`config.mk`:
```
export PLATFORM = sky130hd
export DESIGN_NAME = gate_drive_logic
export DESIGN_NICKNAME = d
export VERILOG_FILES = /design/src/rtl/tri_holdoff_timer.v /design/src/rtl/dead_time_gate.v /design/src/rtl/gate_drive_logic.v
export VERILOG_INCLUDE_DIRS = /design/src /design/src/rtl
export SDC_FILE = /design/constraint.sdc
export NUM_CORES = 1
export LEC_CHECK = 0
export ABC_AREA = 1
export BUFFER_PORTS_ARGS = -buffer_cell sky130_fd_sc_hd__buf_2
export CAP_MARGIN = 20
export CORE_MARGIN = 4
export CORE_UTILIZATION = 60
export DETAILED_ROUTE_END_ITERATION = 8
export HOLD_SLACK_MARGIN = 0.15
export PLACE_DENSITY = 0.79
export SETUP_SLACK_MARGIN = 0.1
export SLEW_MARGIN = 25
export SYNTH_ARGS = -nofsm -noshare
export SYNTH_HDL_FRONTEND = slang
export SYNTH_SLANG_ARGS = --single-unit
```
`constraint.sdc`:
```
create_clock -name core_clk -period 3.55 [get_ports core_clk]
set_input_delay 0.5325 -clock core_clk [delete_from_list [all_inputs] [get_ports core_clk]]
set_output_delay 0.5325 -clock core_clk [all_outputs]
set_load 0.02 [all_outputs]
```
`src/rtl/gate_drive_consts.vh`:
```
// constants for the power stage gate drive logic
// Behaviour
// pwm high: low side off, then high on
// pwm low: high side off, then low on
// tri-state held through hold-off: both off
// hold-off is 150 ns; shorter ignored
// select low allows emulation, high forces ccm
// emulation with pwm low: zero crossing ends low
// emulation: low on if current positive
// select changes take effect at once
// both inputs tri-state: deep standby, gates off
// never both gate enables together
// wait for opposite gate sensed low first
// fixed built-in delay before enabling other
// lockout at start-up holds gates low
// falling supply lockout clamps gates at once
// controller sends decoded three-level codes
// resume from next pwm level after shutdown
`ifndef GATE_DRIVE_CONSTS_VH
`define GATE_DRIVE_CONSTS_VH
// ==========================================
// three-level input codes
`define LVL_LOW            2'h0
`define LVL_HIGH           2'h1
`define LVL_TRI            2'h2
// ==========================================
// timing
`define CLK_PERIOD_PS      5000
`define HOLDOFF_TIME_PS    150000
`define HOLDOFF_CYCLES     (`HOLDOFF_TIME_PS / `CLK_PERIOD_PS)
`define DEAD_DELAY_CYCLES  4
`endif

```
`src/rtl/tri_holdoff_timer.v`:
```
// tri-state hold-off qualifier for the pwm input
`timescale 1ns/1ps
`default_nettype none
`include "gate_drive_consts.vh"
module tri_holdoff_timer #(
  parameter CYCLES = `HOLDOFF_CYCLES
) (
  input  wire       core_clk,
  input  wire       rst,
  input  wire       in_tri,     // pwm currently decoded as tri-state
  output reg        expired     // tri-state held for the full period
);
  reg [7:0] count;              // cycles spent in tri-state
  // ==========================================
  // counter; any non-tri cycle restarts it so short excursions are ignored
  always @(posedge core_clk) begin
    if (rst || !in_tri) begin
      count   <= 8'h00;
      expired <= 1'b0;
    end else if (count >= CYCLES[7:0] - 8'h01) begin
      expired <= 1'b1;
    end else begin
      count <= count + 8'h01;
    end
  end
endmodule // tri_holdoff_timer
`default_nettype wire

```
`src/rtl/dead_time_gate.v`:
```
// one gate channel: waits for opposite sensed low plus fixed delay
`timescale 1ns/1ps
`default_nettype none
`include "gate_drive_consts.vh"
module dead_time_gate #(
  parameter DELAY = `DEAD_DELAY_CYCLES
) (
  input  wire       core_clk,
  input  wire       rst,
  input  wire       want_on,       // demanded state of this gate
  input  wire       other_req,     // opposite gate enable as driven
  input  wire       other_sensed,  // opposite gate voltage above threshold
  output wire       ready          // safe to turn this gate on
);
  reg [3:0] wait_cnt;              // cycles opposite has been fully off
  // ==========================================
  // count only while opposite is both commanded and sensed off
  always @(posedge core_clk) begin
    if (rst || other_req || other_sensed || !want_on) begin
      wait_cnt <= 4'h0;
    end else if (wait_cnt != DELAY[3:0]) begin
      wait_cnt <= wait_cnt + 4'h1;
    end
  end
  assign ready = (wait_cnt == DELAY[3:0]) && !other_req && !other_sensed;
endmodule // dead_time_gate
`default_nettype wire

```
`src/rtl/gate_drive_logic.v`:
```
// control logic of the power stage gate driver
`timescale 1ns/1ps
`default_nettype none
`include "gate_drive_consts.vh"
module gate_drive_logic (
  input  wire       core_clk,
  input  wire       rst,                      // supply lockout, active high
  input  wire [1:0] pwm_level,                // decoded pwm code
  input  wire [1:0] diode_emulation_select_n, // decoded select code
  input  wire       inductor_current_pos,     // inductor current above zero
  input  wire       high_sensed,              // high gate voltage above threshold
  input  wire       low_sensed,               // low gate voltage above threshold
  output reg        high_side_gate,           // high-side enable
  output reg        low_side_gate,            // low-side enable
  output reg        deep_standby_state        // deep standby indication
);
  wire pwm_tri;          // pwm in tri-state region
  wire holdoff_done;     // tri-state held long enough
  wire high_ready;       // dead time met for high side
  wire low_ready;        // dead time met for low side
  reg  want_high;        // demanded high-side state
  reg  want_low;         // demanded low-side state
  reg  next_high;
  reg  next_low;
  reg  next_standby;

  assign pwm_tri = (pwm_level == `LVL_TRI);

  tri_holdoff_timer u_holdoff (
    .core_clk (core_clk),
    .rst      (rst),
    .in_tri   (pwm_tri),
    .expired  (holdoff_done)
  );

  dead_time_gate u_high (
    .core_clk     (core_clk),
    .rst          (rst),
    .want_on      (want_high),
    .other_req    (low_side_gate),
    .other_sensed (low_sensed),
    .ready        (high_ready)
  );

  dead_time_gate u_low (
    .core_clk     (core_clk),
    .rst          (rst),
    .want_on      (want_low),
    .other_req    (high_side_gate),
    .other_sensed (high_sensed),
    .ready        (low_ready)
  );

  // ==========================================
  // demand decode; select read directly each cycle, no pwm-edge latch
  always @* begin
    want_high    = 1'b0;
    want_low     = 1'b0;
    next_standby = 1'b0;
    if (diode_emulation_select_n == `LVL_TRI) begin
      next_standby = pwm_tri;
    end else begin
      case (pwm_level)
        `LVL_HIGH: want_high = 1'b1;
        `LVL_LOW: begin
          if (diode_emulation_select_n == `LVL_LOW)
            want_low = inductor_current_pos;
          else
            want_low = 1'b1;
        end
        // a short tri-state excursion keeps the demand of the present gates, so the
        // dead-time counters are not cleared and the gate does not glitch on return
        default: begin
          want_high = pwm_tri && !holdoff_done && high_side_gate;
          want_low  = pwm_tri && !holdoff_done && low_side_gate;
        end
      endcase
    end
  end

  // ==========================================
  // next gate state; turn-off immediate, turn-on only when dead time met
  always @* begin
    next_high = want_high && high_ready && !low_side_gate;
    next_low  = want_low && low_ready && !high_side_gate && !next_high;
    // tri-state short of hold-off keeps the present gates (still safe)
    if (pwm_tri && !holdoff_done) begin
      next_high = high_side_gate && !low_side_gate;
      next_low  = low_side_gate && !high_side_gate;
    end
    if (holdoff_done || next_standby) begin
      next_high = 1'b0;
      next_low  = 1'b0;
    end
  end

  // ==========================================
  // output flops; reset is the lockout clamp
  always @(posedge core_clk) begin
    if (rst) begin
      high_side_gate     <= 1'b0;
      low_side_gate      <= 1'b0;
      deep_standby_state <= 1'b0;
    end else begin
      high_side_gate     <= next_high;
      low_side_gate      <= next_low;
      deep_standby_state <= next_standby;
    end
  end
endmodule // gate_drive_logic
`default_nettype wire

```
==> results of run 1 <==
[power groups by stage]
stage / Sequential, uW / Clock [uW] / Combinational (uW)
2_1_floorplan: 232 / 0 / 18.8
5_1_grt: 227 / 119 / 30.1
4_1_cts: 227 / 109 / 26.4
3_5_place_dp: 232 / 0 / 26.3
6_report: 227 / 103 / 26.5
3_3_place_gp: 232 / 0 / 25.4
[sequential cells by signal, summed over array words and instances (netlist names)]
register and cells:
deep_standby_state 1, high_side_gate 1, low_side_gate 1, u_low.wait_cnt 4, u_high.wait_cnt 4, u_holdoff.count 8
u_holdoff.expired 1
[final timing paths]
path / startpoint / to / slack (ns) / cells after the start
hold / removal: u_holdoff.count[7]$_SDFFE_PP0N_ / u_holdoff.count[7]$_SDFFE_PP0N_ / 0.47 / 2
setup / recovery: high_side_gate$_SDFF_PP0_ / high_side_gate / 2.14 / 1
hold reg to reg: u_holdoff.count[7]$_SDFFE_PP0N_ / u_holdoff.count[7]$_SDFFE_PP0N_ / 0.47 / 2
setup reg to reg: u_holdoff.count[0]$_SDFFE_PP0N_ / u_holdoff.count[5]$_SDFFE_PP0N_ / 2.24 / 8
[final cells by class]
cell class,instances,area share
clock buffer,3,0.0193
inverter,24,0.0773
multi-input combinational,91,0.487
sequential,20,0.344
tap,24,0.0258
timing repair buffer,11,0.0473
[stage by stage]
| stage | util | std cells | area [um^2] | hold WS, ns |
|---|---|---|---|---|
| final | 0.731 | 173 | 1160 | 0.465 |
| after detailed placement | 0.717 | 170 | 1140 | 0.452 |
| after global routing | 0.731 | 173 | 1160 | 0.496 |
| after floorplan | - | 136 | 1070 | 0.441 |
| after global placement | 0.717 | 170 | 1140 | 0.450 |
| after CTS | 0.731 | 173 | 1160 | 0.468 |
[per-layer routing]
metal | part of all wire | track usage | wire length (um) | vias up
li1 | - | - | - | 455
met1 | 0.46 | 0.211 | 862 | 382
met3 | 0.036 | 0.0473 | 67 | 6
met4 | 0.014 | 0.0415 | 26 | 0
met5 | 0 | 0 | 0 | -
met2 | 0.49 | 0.270 | 913 | 21
[cells by family after synthesis]
logic type,count (synthesis),share of synthesized area
DFF,20,0.375
and+or+nand+nor,62,0.314
AOI/OAI and AO/OA,16,0.0855
buffers and inverters,25,0.0949
xor gates and xnor gates,6,0.0492
adders and majority gates,7,0.0820
[cells in the mapped netlist, types with 2 or more instances]
library cell	count
inv_1	21
nor3_1	4
a21oi_2	3
or2_1	2
ha_1	7
nor2_2	2
nand3_2	4
nor2_1	10
o21ai_1	2
xor2_1	2
or2_0	2
nand2_1	23
xnor2_1	4
nand4_1	4
dfxtp_1	20
inv_2	2
a21oi_1	10
nand3_1	7
==> reports/metrics.cfg, run 1 <==
[outcome]
status = complete, no violations

[floorplanning]
die_area_mm2 = 0.00252
die-height_um = 50.2
core_region_area_mm2 = 0.00159
rows = 14
die_w_um = 50.2
pin_count = 12
start_util = 0.670

[timing]
fmax_mhz = 708
setup_slack_ns = 2.14
hold_viol_final = 0
worstMarginPinSlew_ns = 0.250
setup_viol = 0
finalCriticalPeriod_ns = 1.41
drv_slew = 0
fin_setup_tns_ns = 0
fin_crit_sh = 0.398
slew_headroom = 0.832
rsz0062_at_grt = false
finalClockSkew_ns = 0.00588

[logic_synthesis]
synthFlopType = dfxtp_1
synth_edf_count = 0
synth_top_area_share = 0.375
synth.cell_area_mm2 = 0.00107
synth_area_leaders = dfxtp_1, ha_1, nand2_1
synth_cells = 136
synth.net_count = 152
synth_largest_area_cell = dfxtp_1
yosysSeqAreaShare = 0.375
yosysWarningCount = 0
synth_cell_type_count = 25
synth_seq_cells = 20
async_reset_ff_frac = 0
avgSynthCellArea_um2 = 7.86

[clocking]
cts_buffer_depth = 2
cts_sinks = 20
hold_buffers = 0
cts_resized = 0
htree_num_levels = 1
cts_tree = done
cts-root-buf = clkbuf_4
numCtsBuffers = 3
post_cts_buffers = 0
clk_pin_slew_worst_paths_ns = 0.10
insertion_delay_ns = 0.29

[finish]
final_cell_mix = nand2_1, inv_1, dfxtp_1
multi_input_area_um2 = 567
fillers = 131
layout_commonest_cell = nand2_1
drive_gt1_frac = 0.195
fin_nets = 167
area_growth_syn_to_layout_pct = 9.02
antenna_cells = 0
seqCellArea_um2 = 400

[setup_path]
cp_cell_sequence = buf_2
cp_slowest_stage_delay_ns = 0.40
critPathBufInv = 1
cp_slowest_cell = dfxtp_1
worst-setup-path-type = flop to primary output
worst_ep_required_time_ns = 3.02
cp-start-kind = flop
cp_max_fo = 4
end_kind = primary output
critPathArrivalTime_ns = 0.88
crit_family = flip-flops

[power_and_ir_drop]
p_seq_frac = 0.636
pwr_density_cell_mw_per_mm2 = 306
ir_drop_v = 0.000220
p_int_uw = 275
p_switching_uw = 81.6
pwr-share-comb = 0.074
total_power_uw = 357
p_sw_frac = 0.229
p_leak_uw = 0.000483
clkPwrFrac = 0.289

[detailed_routing]
vias_per_cell = 4.99
wl_mm = 1.87
ant_nets = 0
wl_per_cell_um = 10.8
drc_errors = 0
drtIter0Drc = 20
vias = 864
firstDrtPassIters = 4

[grt]
first_global_vias = 771
grtUsageTotal = 0.164
grt_pass1_wl_mm = 3.24
antenna_found_initial = 0
overflow = 0
grt_max_degree = 11

[placement]
gp_congestion = 0.811
hpwl_mm = 1.49
place_ws_ns = 2.18
io_buffers = 11

[hold_path]
hp-class = flop to flop

[run]
drv.max_cap_violation_count = 0

(Power assumes the default switching activity.)
==> run 2, diff against run 1 <==
- ABC_AREA: 1 -> 0
- CORE_UTILIZATION: 60 -> 50
- PLACE_DENSITY: 0.79 -> 0.71
- clock period: 3.55 -> 1.2 ns (I/O delays scaled with it)
==> run 2 against run 1 <==
Net effect:
- the flow now finishes with violations (negative setup slack)
- largest cell class unchanged
- synthesized cell count decreased by 20%
- critical endpoint is now u_holdoff.count[0]$_SDFFE_PP0N_
- register-to-register slack got worse by 2.3 ns
- critical path depth increased by 2
- cell count decreased by 6.4%
==> reports/metrics.cfg, run 2 <==
[outcome]
status = finished with violations
violations = negative setup slack

[finish]
stdcell_area_mm2 = 0.00142
largest_register_ffs = 8
fin_util = 0.725
drive_gt1_frac = 0.519
antenna_cells = 0
top_register = u_holdoff.count
fin_nets = 153
area_growth_syn_to_layout_pct = 38.5
finalNonFillerCells = 162
final_cell_mix = buf_4, dfxtp_2, buf_2
top_regs = u_holdoff.count x8, u_high.wait_cnt x4, u_low.wait_cnt x4
layout_commonest_cell = buf_4

[detailed_routing]
firstDrtPassIters = 4
wl_met2_mm = 1.13
wl_mm = 2.25
dr.max_layer_used = met4
vias = 893
vias_per_cell = 5.51
met1_length_mm = 1.00
wl_per_cell_um = 13.9
wl_met3_um = 96
drtIter0Drc = 17
drc_errors = 0
ant_nets = 0

[timing]
fin_setup_tns_ns = -0.155
fmax_mhz = 796
fin_crit_sh = 1.05
drv_slew = 0
hold_viol_final = 0
finalCriticalPeriod_ns = 1.26
finalClockSkew_ns = 0.00139
rsz0062_at_grt = true
worstMarginPinSlew_ns = 0.300
setup_slack_ns = -0.0562
setup_viol = 5
slew_headroom = 0.799

[floorplanning]
die_area_mm2 = 0.00284
core_region_area_mm2 = 0.00196
pin_count = 12
rows = 16
start_util = 0.524
die_w_um = 53.3
die-height_um = 53.3

[placement]
place_area_mm2 = 0.00121
hpwl_mm = 1.50
dp_cells = 155
io_buffers = 11
gp_congestion = 0.805

[clocking]
numCtsBuffers = 3
insertion_delay_ns = 0.29
hold_buffers = 0
cts_buffer_depth = 2
clk_pin_slew_worst_paths_ns = 0.11
cts_tree = done
cts-root-buf = clkbuf_4
cts_sinks = 20
htree_num_levels = 1

[grt]
grtUsageTotal = 0.174
antenna_found_initial = 0
grt_pass1_wl_mm = 3.57
first_global_vias = 853
overflow = 0
grt_max_degree = 11

[power_and_ir_drop]
ir_drop_v = 0.000663
total_power_uw = 1090
pwr_density_cell_mw_per_mm2 = 763
p_leak_uw = 0.000532

[setup_path]
critPathArrivalTime_ns = 1.48
crit_start = u_holdoff.count[7]$_SDFFE_PP0N_
cp_max_fo = 4
r2r_end = u_holdoff.count[0]$_SDFFE_PP0N_
worst-setup-path-type = flop to flop
reg2reg_depth = 3
worst_ep_required_time_ns = 1.42
r2r_setup_slack_ns = -0.06
cp-start-kind = flop
crit_end = u_holdoff.count[0]$_SDFFE_PP0N_
end_kind = flop
r2r_start = u_holdoff.count[7]$_SDFFE_PP0N_

[logic_synthesis]
synth_edf_count = 0
synth_area_leaders = dfxtp_1, ha_1, mux2i_1
synth_seq_cells = 20
synth_top_area_share = 0.390
synth_largest_area_cell = dfxtp_1
yosysMostFrequentCell = dfxtp_1
synth.cell_area_mm2 = 0.00103
synth.net_count = 125
ys_top_cells_by_count = dfxtp_1, inv_1, nor2_1
async_reset_ff_frac = 0
yosysWarningCount = 0
synthFlopType = dfxtp_1
avgSynthCellArea_um2 = 9.42
synth_cell_type_count = 32
synth_cells = 109
yosysSeqAreaShare = 0.390

[hold_path]
holdCritStartpoint = high_sensed
hp-class = input pin to flop

[run]
drv.max_cap_violation_count = 0

## run 2: report_power, final
group	total (uW)	switching, uW	leakage [uW]	internal, uW
Clock	314	197	0.0000138	117
Combinational	102	55.9	0.000351	46.1
Sequential	671	4.35	0.000168	666
Total	1090	257	0.000532	829
## run 2: how the worst min path moves through the flow
stage	end	cells after the start	slack, ns
floorplan	low_side_gate$_SDFF_PP0_	3	0.37
global placement	low_side_gate$_SDFF_PP0_	4	0.47
detailed placement	low_side_gate$_SDFF_PP0_	1	0.47
CTS	high_side_gate$_SDFF_PP0_	4	0.18
global route	low_side_gate$_SDFF_PP0_	4	0.17
finish	low_side_gate$_SDFF_PP0_	4	0.20
## run 2: final cells by class
type                            count  area, um^2
Clock buffer                        3        22.5
Fill cell                         138         539
Multi-Input combinational cell     81         773
Inverter                            8        30.0
Tap cell                           27        33.8
Sequential cell                    20         418
Timing Repair Buffer               23         145
## run 2: repair_timing
| item | 4_1_cts | 5_1_grt |
|---|---|---|
| buffers inserted | 2 | 2 |
| endpoints found under the setup margin | 12 | 19 |
| gates resized for setup | 17 | 20 |
| pin swaps | 9 | 9 |
## run 2: critical path: stages (launching register included)
cell,delay (ns)
dfxtp_2,0.34
or3_4,0.44
a21oi_4,0.20
mux2i_1,0.20
## run 2: metal layers
layer / up-vias / global-route usage
met1: 431 / 0.201
met4: 0 / 0.0851
met2: 19 / 0.300
met5: - / 0
met3: 2 / 0.0338
li1: 441 / -
## run 2: logic make-up after synthesis
kind of cell             Yosys count  share of synthesized area
AO/OA/AOI/OAI                     14                      0.111
XOR/XNOR                           4                     0.0341
adder cells (fa/ha/maj)            7                     0.0853
buffers and inverters              8                     0.0292
flip-flops                        20                      0.390
multiplexers                       7                     0.0682
AND/OR/NAND/NOR                   49                      0.283
## run 2: through the flow
stage | worst slack [ns] | hold WS (ns)
global route | -0.0970 | 0.170
detailed placement | -0.0236 | 0.474
global placement | 0.0198 | 0.470
finish | -0.0562 | 0.195
CTS | -0.00840 | 0.184
floorplan | 0.0476 | 0.373
==> run 3, diff against run 2 <==
- CELL_PAD_IN_SITES_DETAIL_PLACEMENT: not set -> 0
- CELL_PAD_IN_SITES_GLOBAL_PLACEMENT: not set -> 1
- CORE_UTILIZATION: 50 -> 39
==> run 3 against run 2 <==
Net effect:
- the flow still finishes with violations (negative setup slack)
- critical path depth stayed put
- flip-flop and latch count did not move
- routed wire length shrank 8.7%
- register-to-register slack gained 0.02 ns
- setup slack gained 0.017 ns
- maximum frequency grew 1.3%
- sequential share of layout area is 1.2 points higher
- clock power increased by 24%
- largest cell class unchanged
- highest routed layer unchanged
==> reports/metrics.cfg, run 3 (synthesized netlist as in run 2, its figures left out) <==
[power_and_ir_drop]
p_sw_frac = 0.225
total_power_uw = 1150
pwr_density_cell_mw_per_mm2 = 848
p_int_uw = 894
pwr-share-comb = 0.082
p_leak_uw = 0.000528
ir_drop_v = 0.000762
p_seq_frac = 0.582
clkPwrFrac = 0.337
p_switching_uw = 259

[setup_path]
crit_family = simple AND/OR/NAND/NOR gates
r2r_setup_slack_ns = -0.04
critPathBufInv = 0
crit_cells = 3
worst_ep_required_time_ns = 1.42
critPathArrivalTime_ns = 1.46
worst-setup-path-type = flop to flop
end_kind = flop
crit_start = u_holdoff.count[6]$_SDFFE_PP0N_
cp_max_fo = 4
r2r_end = u_holdoff.count[0]$_SDFFE_PP0N_
cp_cell_sequence = or3_4, a21oi_4, mux2i_1
crit_end = u_holdoff.count[0]$_SDFFE_PP0N_
reg2reg_depth = 3
cp_slowest_stage_delay_ns = 0.42
cp_slowest_cell = or3_4
cp-start-kind = flop
r2r_start = u_holdoff.count[6]$_SDFFE_PP0N_

[finish]
top_register = u_holdoff.count
top_regs = u_holdoff.count x8, u_high.wait_cnt x4, u_low.wait_cnt x4
area_growth_syn_to_layout_pct = 32.4
largest_register_ffs = 8
final_cell_mix = buf_2, buf_4, dfxtp_1
fin_nets = 152
antenna_cells = 0
fin_util = 0.544
drive_gt1_frac = 0.430

[timing]
rsz0062_at_grt = true
finalCriticalPeriod_ns = 1.24
fmax_mhz = 807
drv_slew = 0
fin_crit_sh = 1.03
slew_headroom = 0.811
worstMarginPinSlew_ns = 0.283
finalClockSkew_ns = 0.00509
setup_slack_ns = -0.0395
hold_viol_final = 0
setup_viol = 3

[detailed_routing]
wl_mm = 2.05
ant_nets = 0
met1_length_um = 963
wl_met3_um = 68
wl_per_cell_um = 12.4
firstDrtPassIters = 4
dr.max_layer_used = met4
drc_errors = 0
vias_per_cell = 5.15
drtIter0Drc = 12
wl_met2_mm = 1.00
vias = 850

[grt]
overflow = 0
grt_max_degree = 12
grt_pass1_wl_mm = 3.55
first_global_vias = 856
antenna_found_initial = 0
grtUsageTotal = 0.129

[hold_path]
hp-class = input pin to flop

[placement]
hpwl_mm = 1.50
io_buffers = 11
gp_congestion = 0.753

[floorplanning]
start_util = 0.411
die-height_um = 59.3
rows = 18
core_region_area_mm2 = 0.00250
die_area_mm2 = 0.00352
pin_count = 12
die_w_um = 59.3

[clocking]
cts-root-buf = clkbuf_4
hold_buffers = 0
insertion_delay_ns = 0.30
cts_tree = done
clk_pin_slew_worst_paths_ns = 0.11
numCtsBuffers = 3
cts_buffer_depth = 2
cts_sinks = 20
htree_num_levels = 1

[outcome]
status = finished with violations
violations = negative setup slack

[run]
drv.max_cap_violation_count = 0

run 3: final cells by class:
cell class | count | area, um^2
Fill cell | 231 | 1140
Sequential cell | 20 | 415
Inverter | 8 | 30.0
Clock buffer | 4 | 36.3
Multi-Input combinational cell | 81 | 703
Timing Repair Buffer | 22 | 138
Tap cell | 30 | 37.5
run 3: power by group through the flow:
stage               sequential (uW)  combinational [uW]  clock (uW)
finish                          671                94.0         388
global route                    672                 105         435
CTS                             671                89.9         415
detailed placement              687                82.8           0
global placement                687                81.1           0
floorplan                       689                47.2           0
run 3: worst min path at each step:
| stage | slack [ns] | to | cells after the start | from |
|---|---|---|---|---|
| finish | 0.18 | low_side_gate$_SDFF_PP0_ | 4 | high_sensed |
| global route | 0.19 | low_side_gate$_SDFF_PP0_ | 4 | high_sensed |
| CTS | 0.15 | low_side_gate$_SDFF_PP0_ | 4 | high_sensed |
| detailed placement | 0.48 | u_holdoff.count[6]$_SDFFE_PP0N_ | 1 | u_holdoff.count[6]$_SDFFE_PP0N_ |
| global placement | 0.47 | u_holdoff.count[7]$_SDFFE_PP0N_ | 1 | u_holdoff.count[7]$_SDFFE_PP0N_ |
| floorplan | 0.37 | low_side_gate$_SDFF_PP0_ | 3 | high_sensed |
run 3: layer usage:
metal,track usage,up-vias
li1,-,438
met2,0.220,10
met1,0.158,400
met3,0.0392,2
met5,0,-
met4,0.0291,0
run 3: worst register-to-register path, stage by stage, from the launching register on:
cell     delay, ns
dfxtp_2       0.33
or3_4         0.42
a21oi_4       0.19
mux2i_1       0.23
run 3: stage by stage:
step           instance area, um^2  worst slack (ns)  hold slack (ns)  TNS [ns]  instances
2_1_floorplan                 1060            0.0476            0.373         0        109
3_3_place_gp                  1220           -0.0229            0.471   -0.0229        158
3_5_place_dp                  1220           -0.0205            0.477   -0.0543        158
4_1_cts                       1320           -0.0291            0.155   -0.0492        164
5_1_grt                       1360            -0.107            0.188    -0.342        165
6_report                      1360           -0.0395            0.180   -0.0620        165
run 3: timing repair:
action | 4_1_cts | 5_1_grt
pin swaps | 9 | 4
endpoints found under the setup margin | 11 | 19
gates cloned | 0 | 0
hold endpoints to repair | 0 | 0
setup buffers | 2 | 1
gates resized for setup | 15 | 7
